`src/inc/dram_host_pkg.sv`:
```
// constants and types for the dram module host controller
package dram_host_pkg;
   localparam int CLK_PERIOD_NS = 25;
   // link widths
   localparam int ADDR_W = 11;
   localparam int ROW_W = 11;
   localparam int COL_W = 11;
   localparam int DATA_W = 64;
   localparam int PD_W = 8;
   // documented times in their own units
   localparam int POWERUP_PAUSE_US = 100;
   localparam int WAKEUP_CYCLES = 8;
   localparam int SELF_ROW_PULSE_MIN_US = 100;
   localparam int SELF_EXIT_PRECHARGE_NS = 130;
   localparam int OUTPUT_TURNOFF_NS = 25;
   localparam int REFRESH_PERIOD_MS = 32;
   localparam int REFRESH_ROWS = 2048;
   localparam int DIST_REFRESH_NS = 62500;
   localparam int BURST_WINDOW_US = 300;
   localparam int ROW_PULSE_NS = 70;
   localparam int ROW_PRECHARGE_NS = 50;
   localparam int ROW_TO_COL_NS = 18;
   localparam int COL_PULSE_NS = 25;
   localparam int COL_PRECHARGE_NS = 10;
   // derived cycle counts: minimums round up, maximums round down
   localparam int POWERUP_CYC = (POWERUP_PAUSE_US * 1000 + CLK_PERIOD_NS - 1) / CLK_PERIOD_NS;
   localparam int SELF_PULSE_CYC =
      (SELF_ROW_PULSE_MIN_US * 1000 + CLK_PERIOD_NS - 1) / CLK_PERIOD_NS;
   localparam int SELF_EXIT_CYC = (SELF_EXIT_PRECHARGE_NS + CLK_PERIOD_NS - 1) / CLK_PERIOD_NS;
   localparam int TURNOFF_CYC = (OUTPUT_TURNOFF_NS + CLK_PERIOD_NS - 1) / CLK_PERIOD_NS;
   localparam int DIST_REFRESH_CYC = DIST_REFRESH_NS / CLK_PERIOD_NS;
   localparam int BURST_WINDOW_CYC = BURST_WINDOW_US * 1000 / CLK_PERIOD_NS;
   localparam int ROW_PULSE_CYC = (ROW_PULSE_NS + CLK_PERIOD_NS - 1) / CLK_PERIOD_NS;
   localparam int ROW_PRE_CYC = (ROW_PRECHARGE_NS + CLK_PERIOD_NS - 1) / CLK_PERIOD_NS;
   localparam int RCD_CYC = (ROW_TO_COL_NS + CLK_PERIOD_NS - 1) / CLK_PERIOD_NS;
   localparam int COL_PULSE_CYC = (COL_PULSE_NS + CLK_PERIOD_NS - 1) / CLK_PERIOD_NS;
   localparam int COL_PRE_CYC = (COL_PRECHARGE_NS + CLK_PERIOD_NS - 1) / CLK_PERIOD_NS;
   localparam int TIMER_W = 24;
   // host command codes
   typedef enum logic [2:0] {
      CMD_READ,
      CMD_WRITE,
      CMD_SELF_ENTER,
      CMD_SELF_EXIT,
      CMD_PRESENCE
   } cmd_t;
endpackage

```
`src/inc/strobe_if.sv`:
```
// strobe request bundle between sequencer and pin driver
`timescale 1ns/100ps
interface strobe_if;
   logic rowStrobe;
   logic colStrobe;
   logic writeSel;
   logic outGate;
   logic [dram_host_pkg::ADDR_W-1:0] addr;
   logic driveData;
   modport seq (output rowStrobe, colStrobe, writeSel, outGate, addr, driveData);
   modport pins (input rowStrobe, colStrobe, writeSel, outGate, addr, driveData);
endinterface

```
`src/core/dram_module_host.sv`:
```
// host controller driving an asynchronous dram module
// Behaviour
// - row half then column half of the address go out on shared lines.
// - write enable high for reads, low for writes.
// - page access holds row low and toggles column with new addresses.
// - raising row ends a page; another row needs a new row cycle.
// - output enable disables idle banks sharing data lines.
// - both strobes high end the cycle; row high time is precharge.
// - every row refreshed within each refresh period, any order.
// - refresh 2048 rows per 32 ms, or spread over 128 ms.
// - self refresh entered by column-before-row with row held low.
// - distributed column-before-row refresh one row per interval.
// - self refresh ends by holding row high for exit precharge.
// - after self refresh, distributed refresh means no burst needed.
// - row held low at least 100 us to enter self refresh.
// - after power-up wait 100 us and give eight refresh cycles.
// - presence-detect gate low lets the presence bits be read.
// - row held high at least exit precharge before next cycle.
`timescale 1ns/100ps
module dram_module_host #(
   parameter int POWERUP_CYCLES = dram_host_pkg::POWERUP_CYC,
   parameter int SELF_PULSE_CYCLES = dram_host_pkg::SELF_PULSE_CYC,
   parameter int REFRESH_INTERVAL = dram_host_pkg::DIST_REFRESH_CYC
) (
   // clock and reset
   input wire logic mclk,
   input wire logic arst_n,
   // user command port
   input wire logic cmdValid,
   input wire dram_host_pkg::cmd_t cmdCode,
   input wire logic [dram_host_pkg::ROW_W-1:0] cmdRow,
   input wire logic [dram_host_pkg::COL_W-1:0] cmdCol,
   input wire logic cmdHalfBit,
   input wire logic [dram_host_pkg::DATA_W-1:0] cmdData,
   output logic cmdReady,
   output logic rspValid,
   output logic [dram_host_pkg::DATA_W-1:0] rspData,
   output logic [dram_host_pkg::PD_W-1:0] presenceData,
   output logic selfActive,
   // module pins
   output logic rowStrobe_n,
   output logic colStrobe_n,
   output logic writeEnable_n,
   output logic outputEnable_n,
   output logic [dram_host_pkg::ADDR_W-1:0] addrPins,
   output logic low_half_addr_bit_zero,
   output logic high_half_addr_bit_zero,
   output logic [dram_host_pkg::DATA_W-1:0] dqOut,
   output logic dqOe,
   input wire logic [dram_host_pkg::DATA_W-1:0] dqIn,
   output logic presence_detect_gate_n,
   input wire logic [dram_host_pkg::PD_W-1:0] presence_detect_bits
);
   typedef enum {
      S_POWERUP, S_WAKE_LOW, S_WAKE_HIGH, S_IDLE, S_ROW, S_COL, S_COL_PRE,
      S_PRECHARGE, S_REF_COL, S_REF_ROW, S_SELF_HOLD, S_SELF_IDLE, S_SELF_EXIT, S_PD
   } phase_t;

   typedef struct packed {
      phase_t phase;
      logic [dram_host_pkg::TIMER_W-1:0] timer;
      logic [3:0] wakeCount;
      logic isWrite;
      logic isSelf;
      logic [dram_host_pkg::COL_W-1:0] col;
      logic halfBit;
      logic [dram_host_pkg::DATA_W-1:0] wdata;
      logic rspValid;
      logic [dram_host_pkg::DATA_W-1:0] rdata;
      logic [dram_host_pkg::PD_W-1:0] pd;
      logic selfActive;
   } state_t;
   state_t st;
   state_t next_st;

   logic refreshDue;
   logic refreshServed;
   logic [dram_host_pkg::ROW_W-1:0] cmdRowHeld;
   strobe_if link ();

   function automatic logic [dram_host_pkg::TIMER_W-1:0] cyc(input int n);
      cyc = dram_host_pkg::TIMER_W'(n - 1);
   endfunction

   refresh_timer #(
      .INTERVAL(REFRESH_INTERVAL)
   ) u_refresh (
      .mclk(mclk),
      .arst_n(arst_n),
      .served(refreshServed),
      .due(refreshDue)
   );

   dram_pin_driver u_pins (
      .mclk(mclk),
      .arst_n(arst_n),
      .req(link.pins),
      .wrData(st.wdata),
      .lowHalfBit(st.halfBit),
      .highHalfBit(st.halfBit),
      .rowStrobe_n(rowStrobe_n),
      .colStrobe_n(colStrobe_n),
      .writeEnable_n(writeEnable_n),
      .outputEnable_n(outputEnable_n),
      .addrPins(addrPins),
      .low_half_addr_bit_zero(low_half_addr_bit_zero),
      .high_half_addr_bit_zero(high_half_addr_bit_zero),
      .dqOut(dqOut),
      .dqOe(dqOe)
   );

   wire logic timerDone = (st.timer == '0);

   always_comb begin
      next_st = st;
      next_st.rspValid = 1'b0;
      refreshServed = 1'b0;
      if (!timerDone) begin
         next_st.timer = st.timer - 1'b1;
      end
      case (st.phase)
         S_POWERUP: begin
            if (timerDone) begin
               next_st.phase = S_WAKE_LOW;
               next_st.timer = cyc(dram_host_pkg::ROW_PULSE_CYC);
            end
         end
         S_WAKE_LOW: begin
            if (timerDone) begin
               next_st.phase = S_WAKE_HIGH;
               next_st.timer = cyc(dram_host_pkg::ROW_PRE_CYC);
               next_st.wakeCount = st.wakeCount + 1'b1;
            end
         end
         S_WAKE_HIGH: begin
            if (timerDone) begin
               // eight row-only cycles before normal use
               if (st.wakeCount == 4'(dram_host_pkg::WAKEUP_CYCLES)) begin
                  next_st.phase = S_IDLE;
               end else begin
                  next_st.phase = S_WAKE_LOW;
                  next_st.timer = cyc(dram_host_pkg::ROW_PULSE_CYC);
               end
            end
         end
         S_IDLE: begin
            // refresh takes priority so the period is never exceeded
            if (refreshDue) begin
               refreshServed = 1'b1;
               next_st.isSelf = 1'b0;
               next_st.phase = S_REF_COL;
               next_st.timer = cyc(dram_host_pkg::RCD_CYC);
            end else if (cmdValid) begin
               next_st.col = cmdCol;
               next_st.halfBit = cmdHalfBit;
               next_st.wdata = cmdData;
               next_st.isWrite = (cmdCode == dram_host_pkg::CMD_WRITE);
               case (cmdCode)
                  dram_host_pkg::CMD_READ, dram_host_pkg::CMD_WRITE: begin
                     next_st.phase = S_ROW;
                     next_st.timer = cyc(dram_host_pkg::RCD_CYC);
                  end
                  dram_host_pkg::CMD_SELF_ENTER: begin
                     refreshServed = 1'b1;
                     next_st.isSelf = 1'b1;
                     next_st.phase = S_REF_COL;
                     next_st.timer = cyc(dram_host_pkg::RCD_CYC);
                  end
                  dram_host_pkg::CMD_PRESENCE: begin
                     next_st.phase = S_PD;
                     next_st.timer = cyc(2);
                  end
                  default: begin
                  end
               endcase
            end
         end
         S_ROW: begin
            if (timerDone) begin
               next_st.phase = S_COL;
               next_st.timer = cyc(dram_host_pkg::COL_PULSE_CYC + 1);
            end
         end
         S_COL: begin
            if (timerDone) begin
               // sample read data while column is still low; valid for both page variants
               next_st.rdata = dqIn;
               next_st.rspValid = 1'b1;
               next_st.phase = S_COL_PRE;
               next_st.timer = cyc(dram_host_pkg::COL_PRE_CYC);
            end
         end
         S_COL_PRE: begin
            if (timerDone) begin
               next_st.phase = S_PRECHARGE;
               next_st.timer = cyc(dram_host_pkg::ROW_PRE_CYC + dram_host_pkg::TURNOFF_CYC);
            end
         end
         S_PRECHARGE: begin
            if (timerDone) begin
               next_st.phase = S_IDLE;
            end
         end
         S_REF_COL: begin
            if (timerDone) begin
               next_st.phase = S_REF_ROW;
               next_st.timer = st.isSelf ? cyc(SELF_PULSE_CYCLES)
                                         : cyc(dram_host_pkg::ROW_PULSE_CYC);
            end
         end
         S_REF_ROW: begin
            if (timerDone) begin
               if (st.isSelf) begin
                  next_st.phase = S_SELF_IDLE;
                  next_st.selfActive = 1'b1;
               end else begin
                  next_st.phase = S_PRECHARGE;
                  next_st.timer = cyc(dram_host_pkg::ROW_PRE_CYC);
               end
            end
         end
         S_SELF_IDLE: begin
            refreshServed = 1'b1;
            if (cmdValid && cmdCode == dram_host_pkg::CMD_SELF_EXIT) begin
               next_st.phase = S_SELF_EXIT;
               next_st.timer = cyc(dram_host_pkg::SELF_EXIT_CYC);
            end
         end
         S_SELF_EXIT: begin
            refreshServed = 1'b1;
            if (timerDone) begin
               // distributed refresh resumes, so no burst is issued
               next_st.phase = S_IDLE;
               next_st.selfActive = 1'b0;
            end
         end
         S_PD: begin
            if (timerDone) begin
               next_st.pd = presence_detect_bits;
               next_st.rspValid = 1'b1;
               next_st.phase = S_IDLE;
            end
         end
         default: begin
            next_st.phase = S_IDLE;
         end
      endcase
   end

   // strobe requests decoded from phase
   always_comb begin
      link.rowStrobe = st.phase inside {S_WAKE_LOW, S_ROW, S_COL, S_COL_PRE, S_REF_ROW,
                                        S_SELF_IDLE};
      link.colStrobe = st.phase inside {S_COL, S_REF_COL, S_REF_ROW, S_SELF_IDLE};
      link.writeSel = st.isWrite && st.phase inside {S_ROW, S_COL};
      // outputs only enabled for reads; idle banks kept off
      link.outGate = !st.isWrite && st.phase == S_COL;
      link.addr = (st.phase == S_ROW) ? cmdRowHeld : st.col;
      link.driveData = st.isWrite && st.phase inside {S_ROW, S_COL};
   end

   always_ff @(posedge mclk or negedge arst_n) begin
      if (!arst_n) begin
         cmdRowHeld <= '0;
      end else if (st.phase == S_IDLE && cmdValid) begin
         cmdRowHeld <= cmdRow;
      end
   end

   always_ff @(posedge mclk or negedge arst_n) begin
      if (!arst_n) begin
         st <= '{phase: S_POWERUP, timer: dram_host_pkg::TIMER_W'(POWERUP_CYCLES - 1),
                 wakeCount: '0, isWrite: 1'b0, isSelf: 1'b0, col: '0, halfBit: 1'b0,
                 wdata: '0, rspValid: 1'b0, rdata: '0, pd: '0, selfActive: 1'b0};
      end else begin
         st <= next_st;
      end
   end

   assign cmdReady = (st.phase == S_IDLE && !refreshDue) ||
                     (st.phase == S_SELF_IDLE && cmdCode == dram_host_pkg::CMD_SELF_EXIT);
   assign rspValid = st.rspValid;
   assign rspData = st.rdata;
   assign presenceData = st.pd;
   assign selfActive = st.selfActive;
   assign presence_detect_gate_n = (st.phase != S_PD);
endmodule // dram_module_host

```
`src/core/refresh_timer.sv`:
```
// distributed refresh interval timer with sticky due flag
`timescale 1ns/100ps
module refresh_timer #(
   parameter int INTERVAL = dram_host_pkg::DIST_REFRESH_CYC
) (
   // clock and reset
   input wire logic mclk,
   input wire logic arst_n,
   // control
   input wire logic served,
   output logic due
);
   typedef struct packed {
      logic [dram_host_pkg::TIMER_W-1:0] count;
      logic due;
   } state_t;
   state_t st;
   state_t next_st;

   always_comb begin
      next_st = st;
      if (st.count == dram_host_pkg::TIMER_W'(INTERVAL - 1)) begin
         next_st.count = '0;
      end else begin
         next_st.count = st.count + 1'b1;
      end
      if (served) begin
         next_st.due = 1'b0;
      end
      // a tick in the serving cycle is kept
      if (st.count == dram_host_pkg::TIMER_W'(INTERVAL - 1)) begin
         next_st.due = 1'b1;
      end
   end

   always_ff @(posedge mclk or negedge arst_n) begin
      if (!arst_n) begin
         st <= '0;
      end else begin
         st <= next_st;
      end
   end

   assign due = st.due;
endmodule // refresh_timer

```
`src/core/dram_pin_driver.sv`:
```
// registers strobe and data pins toward the module
`timescale 1ns/100ps
module dram_pin_driver (
   // clock and reset
   input wire logic mclk,
   input wire logic arst_n,
   // from sequencer
   strobe_if.pins req,
   input wire logic [dram_host_pkg::DATA_W-1:0] wrData,
   input wire logic lowHalfBit,
   input wire logic highHalfBit,
   // module pins
   output logic rowStrobe_n,
   output logic colStrobe_n,
   output logic writeEnable_n,
   output logic outputEnable_n,
   output logic [dram_host_pkg::ADDR_W-1:0] addrPins,
   output logic low_half_addr_bit_zero,
   output logic high_half_addr_bit_zero,
   output logic [dram_host_pkg::DATA_W-1:0] dqOut,
   output logic dqOe
);
   typedef struct packed {
      logic ras;
      logic cas;
      logic we;
      logic oe;
      logic [dram_host_pkg::ADDR_W-1:0] addr;
      logic lowBit;
      logic highBit;
      logic [dram_host_pkg::DATA_W-1:0] dq;
      logic dqOe;
   } state_t;
   state_t st;
   state_t next_st;

   always_comb begin
      next_st.ras = ~req.rowStrobe;
      next_st.cas = ~req.colStrobe;
      next_st.we = ~req.writeSel;
      next_st.oe = ~req.outGate;
      next_st.addr = req.addr;
      next_st.lowBit = lowHalfBit;
      next_st.highBit = highHalfBit;
      next_st.dq = wrData;
      next_st.dqOe = req.driveData;
   end

   always_ff @(posedge mclk or negedge arst_n) begin
      if (!arst_n) begin
         st <= '{ras: 1'b1, cas: 1'b1, we: 1'b1, oe: 1'b1, addr: '0, lowBit: 1'b0, highBit: 1'b0,
                 dq: '0, dqOe: 1'b0};
      end else begin
         st <= next_st;
      end
   end

   assign rowStrobe_n = st.ras;
   assign colStrobe_n = st.cas;
   assign writeEnable_n = st.we;
   assign outputEnable_n = st.oe;
   assign addrPins = st.addr;
   assign low_half_addr_bit_zero = st.lowBit;
   assign high_half_addr_bit_zero = st.highBit;
   assign dqOut = st.dq;
   assign dqOe = st.dqOe;
endmodule // dram_pin_driver

```
`config.mk`:
```
export PLATFORM = sky130hd
export DESIGN_NAME = dram_module_host
export DESIGN_NICKNAME = d
export VERILOG_FILES = /design/src/inc/dram_host_pkg.sv /design/src/inc/strobe_if.sv /design/src/core/dram_module_host.sv /design/src/core/refresh_timer.sv /design/src/core/dram_pin_driver.sv
export SDC_FILE = /design/constraint.sdc
export NUM_CORES = 1
export LEC_CHECK = 0
export BUFFER_PORTS_ARGS = -buffer_cell sky130_fd_sc_hd__buf_2
export CELL_PAD_IN_SITES_DETAIL_PLACEMENT = 0
export CELL_PAD_IN_SITES_GLOBAL_PLACEMENT = 1
export CORE_UTILIZATION = 45
export CTS_CLUSTER_DIAMETER = 150
export DETAILED_ROUTE_END_ITERATION = 10
export PLACE_DENSITY_LB_ADDON = 0.12
export SETUP_SLACK_MARGIN = 0.15
export SLEW_MARGIN = 20
export SYNTH_ARGS = -nofsm -noshare
export SYNTH_HDL_FRONTEND = slang
export SYNTH_HIERARCHICAL = 1
export SYNTH_SLANG_ARGS = --single-unit
```
`constraint.sdc`:
```
create_clock -name mclk -period 5.03 [get_ports mclk]
set_input_delay 0.7545 -clock mclk [delete_from_list [all_inputs] [get_ports mclk]]
set_output_delay 0.7545 -clock mclk [all_outputs]
set_load 0.02 [all_outputs]
```
==> metrics.cfg <==
[cts]
post-cts-setup-buffers=0
cts_tree=built
clk_latency_ns=0.51
cts_buffer_depth=3
htreeDepth=2
clkTransAtPathRegs_ns=0.05
clock-sinks=302
numCtsBuffers=35
cts_resized=0
holdBufCountCts=0
clockRootBuffer=clkbuf_16

[floorplan]
core_area_sq_mm=0.0269
dieArea_sq_mm=0.0280
die_w_um=167
die_y_um=167
rows=60
io_pins=323
initial_core_util=0.458

[setup_path]
crit_chain=nor4_2, nand4_1, or4_1, nor3_4, buf_4, mux2_2
crit_fanout=64
cp.required_ns=5.40
cp_slowest_cell=or4_1
critPathLaunchType=flip-flop
critPathMaxStageDelay_ns=0.78
cp-end-kind=flip-flop
worstSetupPathType=flip-flop to flip-flop
worstPathArrival_ns=3.77

[pwr]
p_comb_frac=0.223
internal_power_mw=5.24
power_density_mw_per_mm2=498
p_leak_nw=8.08
seq_power_share=0.423
ir_worst_vdd_uv=358
p_sw_frac=0.297
power.share.clock=0.354
switchingPower_mw=2.22

[sta]
rsz0062_at_grt=false
fin_tns_setup_ns=0
fin_crit_ns=3.40
finClkSkew_ns=0.0183
max_freq_mhz=294
maxSlewViolCount=0
setup_viol=0
slew_headroom=0.344
fin_crit_sh=0.676
finalHoldViolCount=0
worstMarginPinSlew_ns=0.978

[routing]
drtPass1Iterations=4
post_drt_wl_per_cell_um=16.3
antenna_left=0
drc_errors=0
drtIter0Drc=502
wirelength_mm=25.3
vias=7686
vias_per_cell=4.97

[synth]
syn_area_sq_mm=0.0123
avgSynthCellArea_sq_um=13.5
synthCells=913
syn_nets=1085
yosysSeqAreaShare=0.616
synth_cell_type_count=61
synthArstFlopShare=1.00
ys_seq_elements=302
yosys_most_used_dff=dfrtp_1
synth-edff-count=0
yosysWarnings=6

[final_layout]
instances_no_fill=1545
drive_gt1_frac=0.483
syn_to_final_growth_pct=21.7
nets=1346
fin_util=0.557

[global_routing]
grt_overflow=0
grt_max_degree=99
grt_pass1_wl_mm=41.3
track_usage=0.184
antenna_found_initial=10
grt_pass1_vias=7906

[placed_design]
portBuffers=322
dp_hpwl_mm=17.1
gp_congestion=0.825
placedCellCount=1478

[outcome]
status=finished clean

[flow_run]
maxCapViolations=0

[min_path]
hold_path_class=input port to async pin

sequential cells by signal (all words and copies together), names as in the netlist, 8 cells and up:
register	count
cmdRowHeld	11
presenceData	8
u_pins/addrPins	11
rspData	64
st	110
u_refresh/st	24
u_pins/dqOut	64
stage by stage:
step	total power [mW]	hold WS, ns	area (sq um)	worst slack, ns
4_1_cts	7.56	0.247	15000	1.63
3_3_place_gp	4.85	0.354	13700	1.69
5_1_grt	7.86	0.253	15000	1.41
3_5_place_dp	4.87	0.357	13700	1.65
6_report	7.46	0.225	15000	1.63
2_1_floorplan	4.50	0.349	12300	2.42
worst paths after layout:
check | from | to | slack [ns] | cells after the start
setup reg to reg | st[173]$_DFF_PN0_ | rspData[2]$_DFFE_PN0P_ | 1.63 | 6
max in group asynchronous | arst_n | st[131]$_DFFE_PN0P_ | 3.78 | 2
hold / removal | arst_n | presenceData[7]$_DFFE_PN0P_ | 0.22 | 1
setup / recovery | st[173]$_DFF_PN0_ | rspData[2]$_DFFE_PN0P_ | 1.63 | 6
hold reg to reg | st[125]$_DFFE_PN0P_ | u_pins/dqOut[51]$_DFF_PN0_ | 0.36 | 0
min in group mclk | st[125]$_DFFE_PN0P_ | u_pins/dqOut[51]$_DFF_PN0_ | 0.36 | 0
cells in the mapped netlist (4+ instances only):
cell / number / share of area
dfrtp_1: 288 / 0.59
mux2_2: 158 / 0.14
buf_4: 72 / 0.044
nor2_1: 53 / 0.016
nand2_1: 41 / 0.013
o21ai_0: 25 / 0.010
xnor2_1: 24 / 0.017
a21oi_1: 22 / 0.0090
nand3_1: 18 / 0.0073
clkbuf_1: 17 / 0.0052
inv_1: 17 / 0.0052
xor2_1: 17 / 0.012
nor3_1: 15 / 0.0061
dfstp_2: 14 / 0.030
mux2_1: 14 / 0.013
buf_1: 8 / 0.0024
nand4_1: 8 / 0.0041
nor4_1: 8 / 0.0041
buf_6: 7 / 0.0064
ha_1: 7 / 0.0071
nand2b_1: 6 / 0.0031
nor3b_1: 4 / 0.0024
or3_1: 4 / 0.0020
placed cells by master (no fill, tap or decap), drive strengths merged, types with 3 or more instances in the layout:
cell type	n
xor2	17
nor3	20
mux2	172
nand4b	3
inv	18
a311oi	3
bufinv	4
nand2b	6
nand3	19
o311ai	3
clkinv	7
nand4	10
ha	7
nor4	12
o21ai	25
or4	4
o211ai	3
nand2	41
a21oi	22
clkbuf	52
diode	3
nor2b	3
xnor2	24
and3	3
or3	4
nor2	53
buf	330
nor3b	4
dfstp	14
dfrtp	288
kinds of logic (layout without fill, tap and decap cells):
| group | after synthesis | count (layout) | share of synthesized area |
|---|---|---|---|
| flops | 302 | 302 | 0.616 |
| simple gates | 195 | 195 | 0.0902 |
| mux | 173 | 173 | 0.158 |
| buf+inv | 124 | 412 | 0.0643 |
| compound gates | 71 | 71 | 0.0351 |
| xor+xnor | 41 | 41 | 0.0292 |
| fa+ha+maj | 7 | 7 | 0.00712 |
| other cells | 0 | 3 | 0 |
power by group through the flow:
stage	clock network, mW	logic [mW]	registers [mW]
global route	2.81	1.83	3.21
CTS	2.73	1.68	3.16
floorplan	0	1.31	3.19
detailed placement	0	1.67	3.20
global placement	0	1.66	3.18
finish	2.64	1.66	3.15
metal layers:
layer	vias up	routed length (um)	GRT usage	part of all wire
li1	3633	-	-	-
met1	3690	10400	0.230	0.41
met2	297	11100	0.280	0.44
met3	54	3090	0.0910	0.12
met4	12	532	0.0538	0.021
met5	-	85	0	0.0034
critical path: cells and delay by family (launching register included):
family	cells	cell delay, ns
AND/OR/NAND/NOR	4	1.73
multiplexers	1	0.42
buffers and inverters	1	0.65
flip-flops	1	0.42
final cells by class:
type / count / area (sq um)
well taps: 341 / 427
multi-input cells: 487 / 3960
flip-flops and latches: 302 / 7570
clock inverters: 12 / 178
inverters: 18 / 67.6
clock buffers: 52 / 1060
fillers: 2298 / 11900
diodes: 3 / 7.51
repair buffers: 330 / 1690
(Power assumes the default switching activity.)
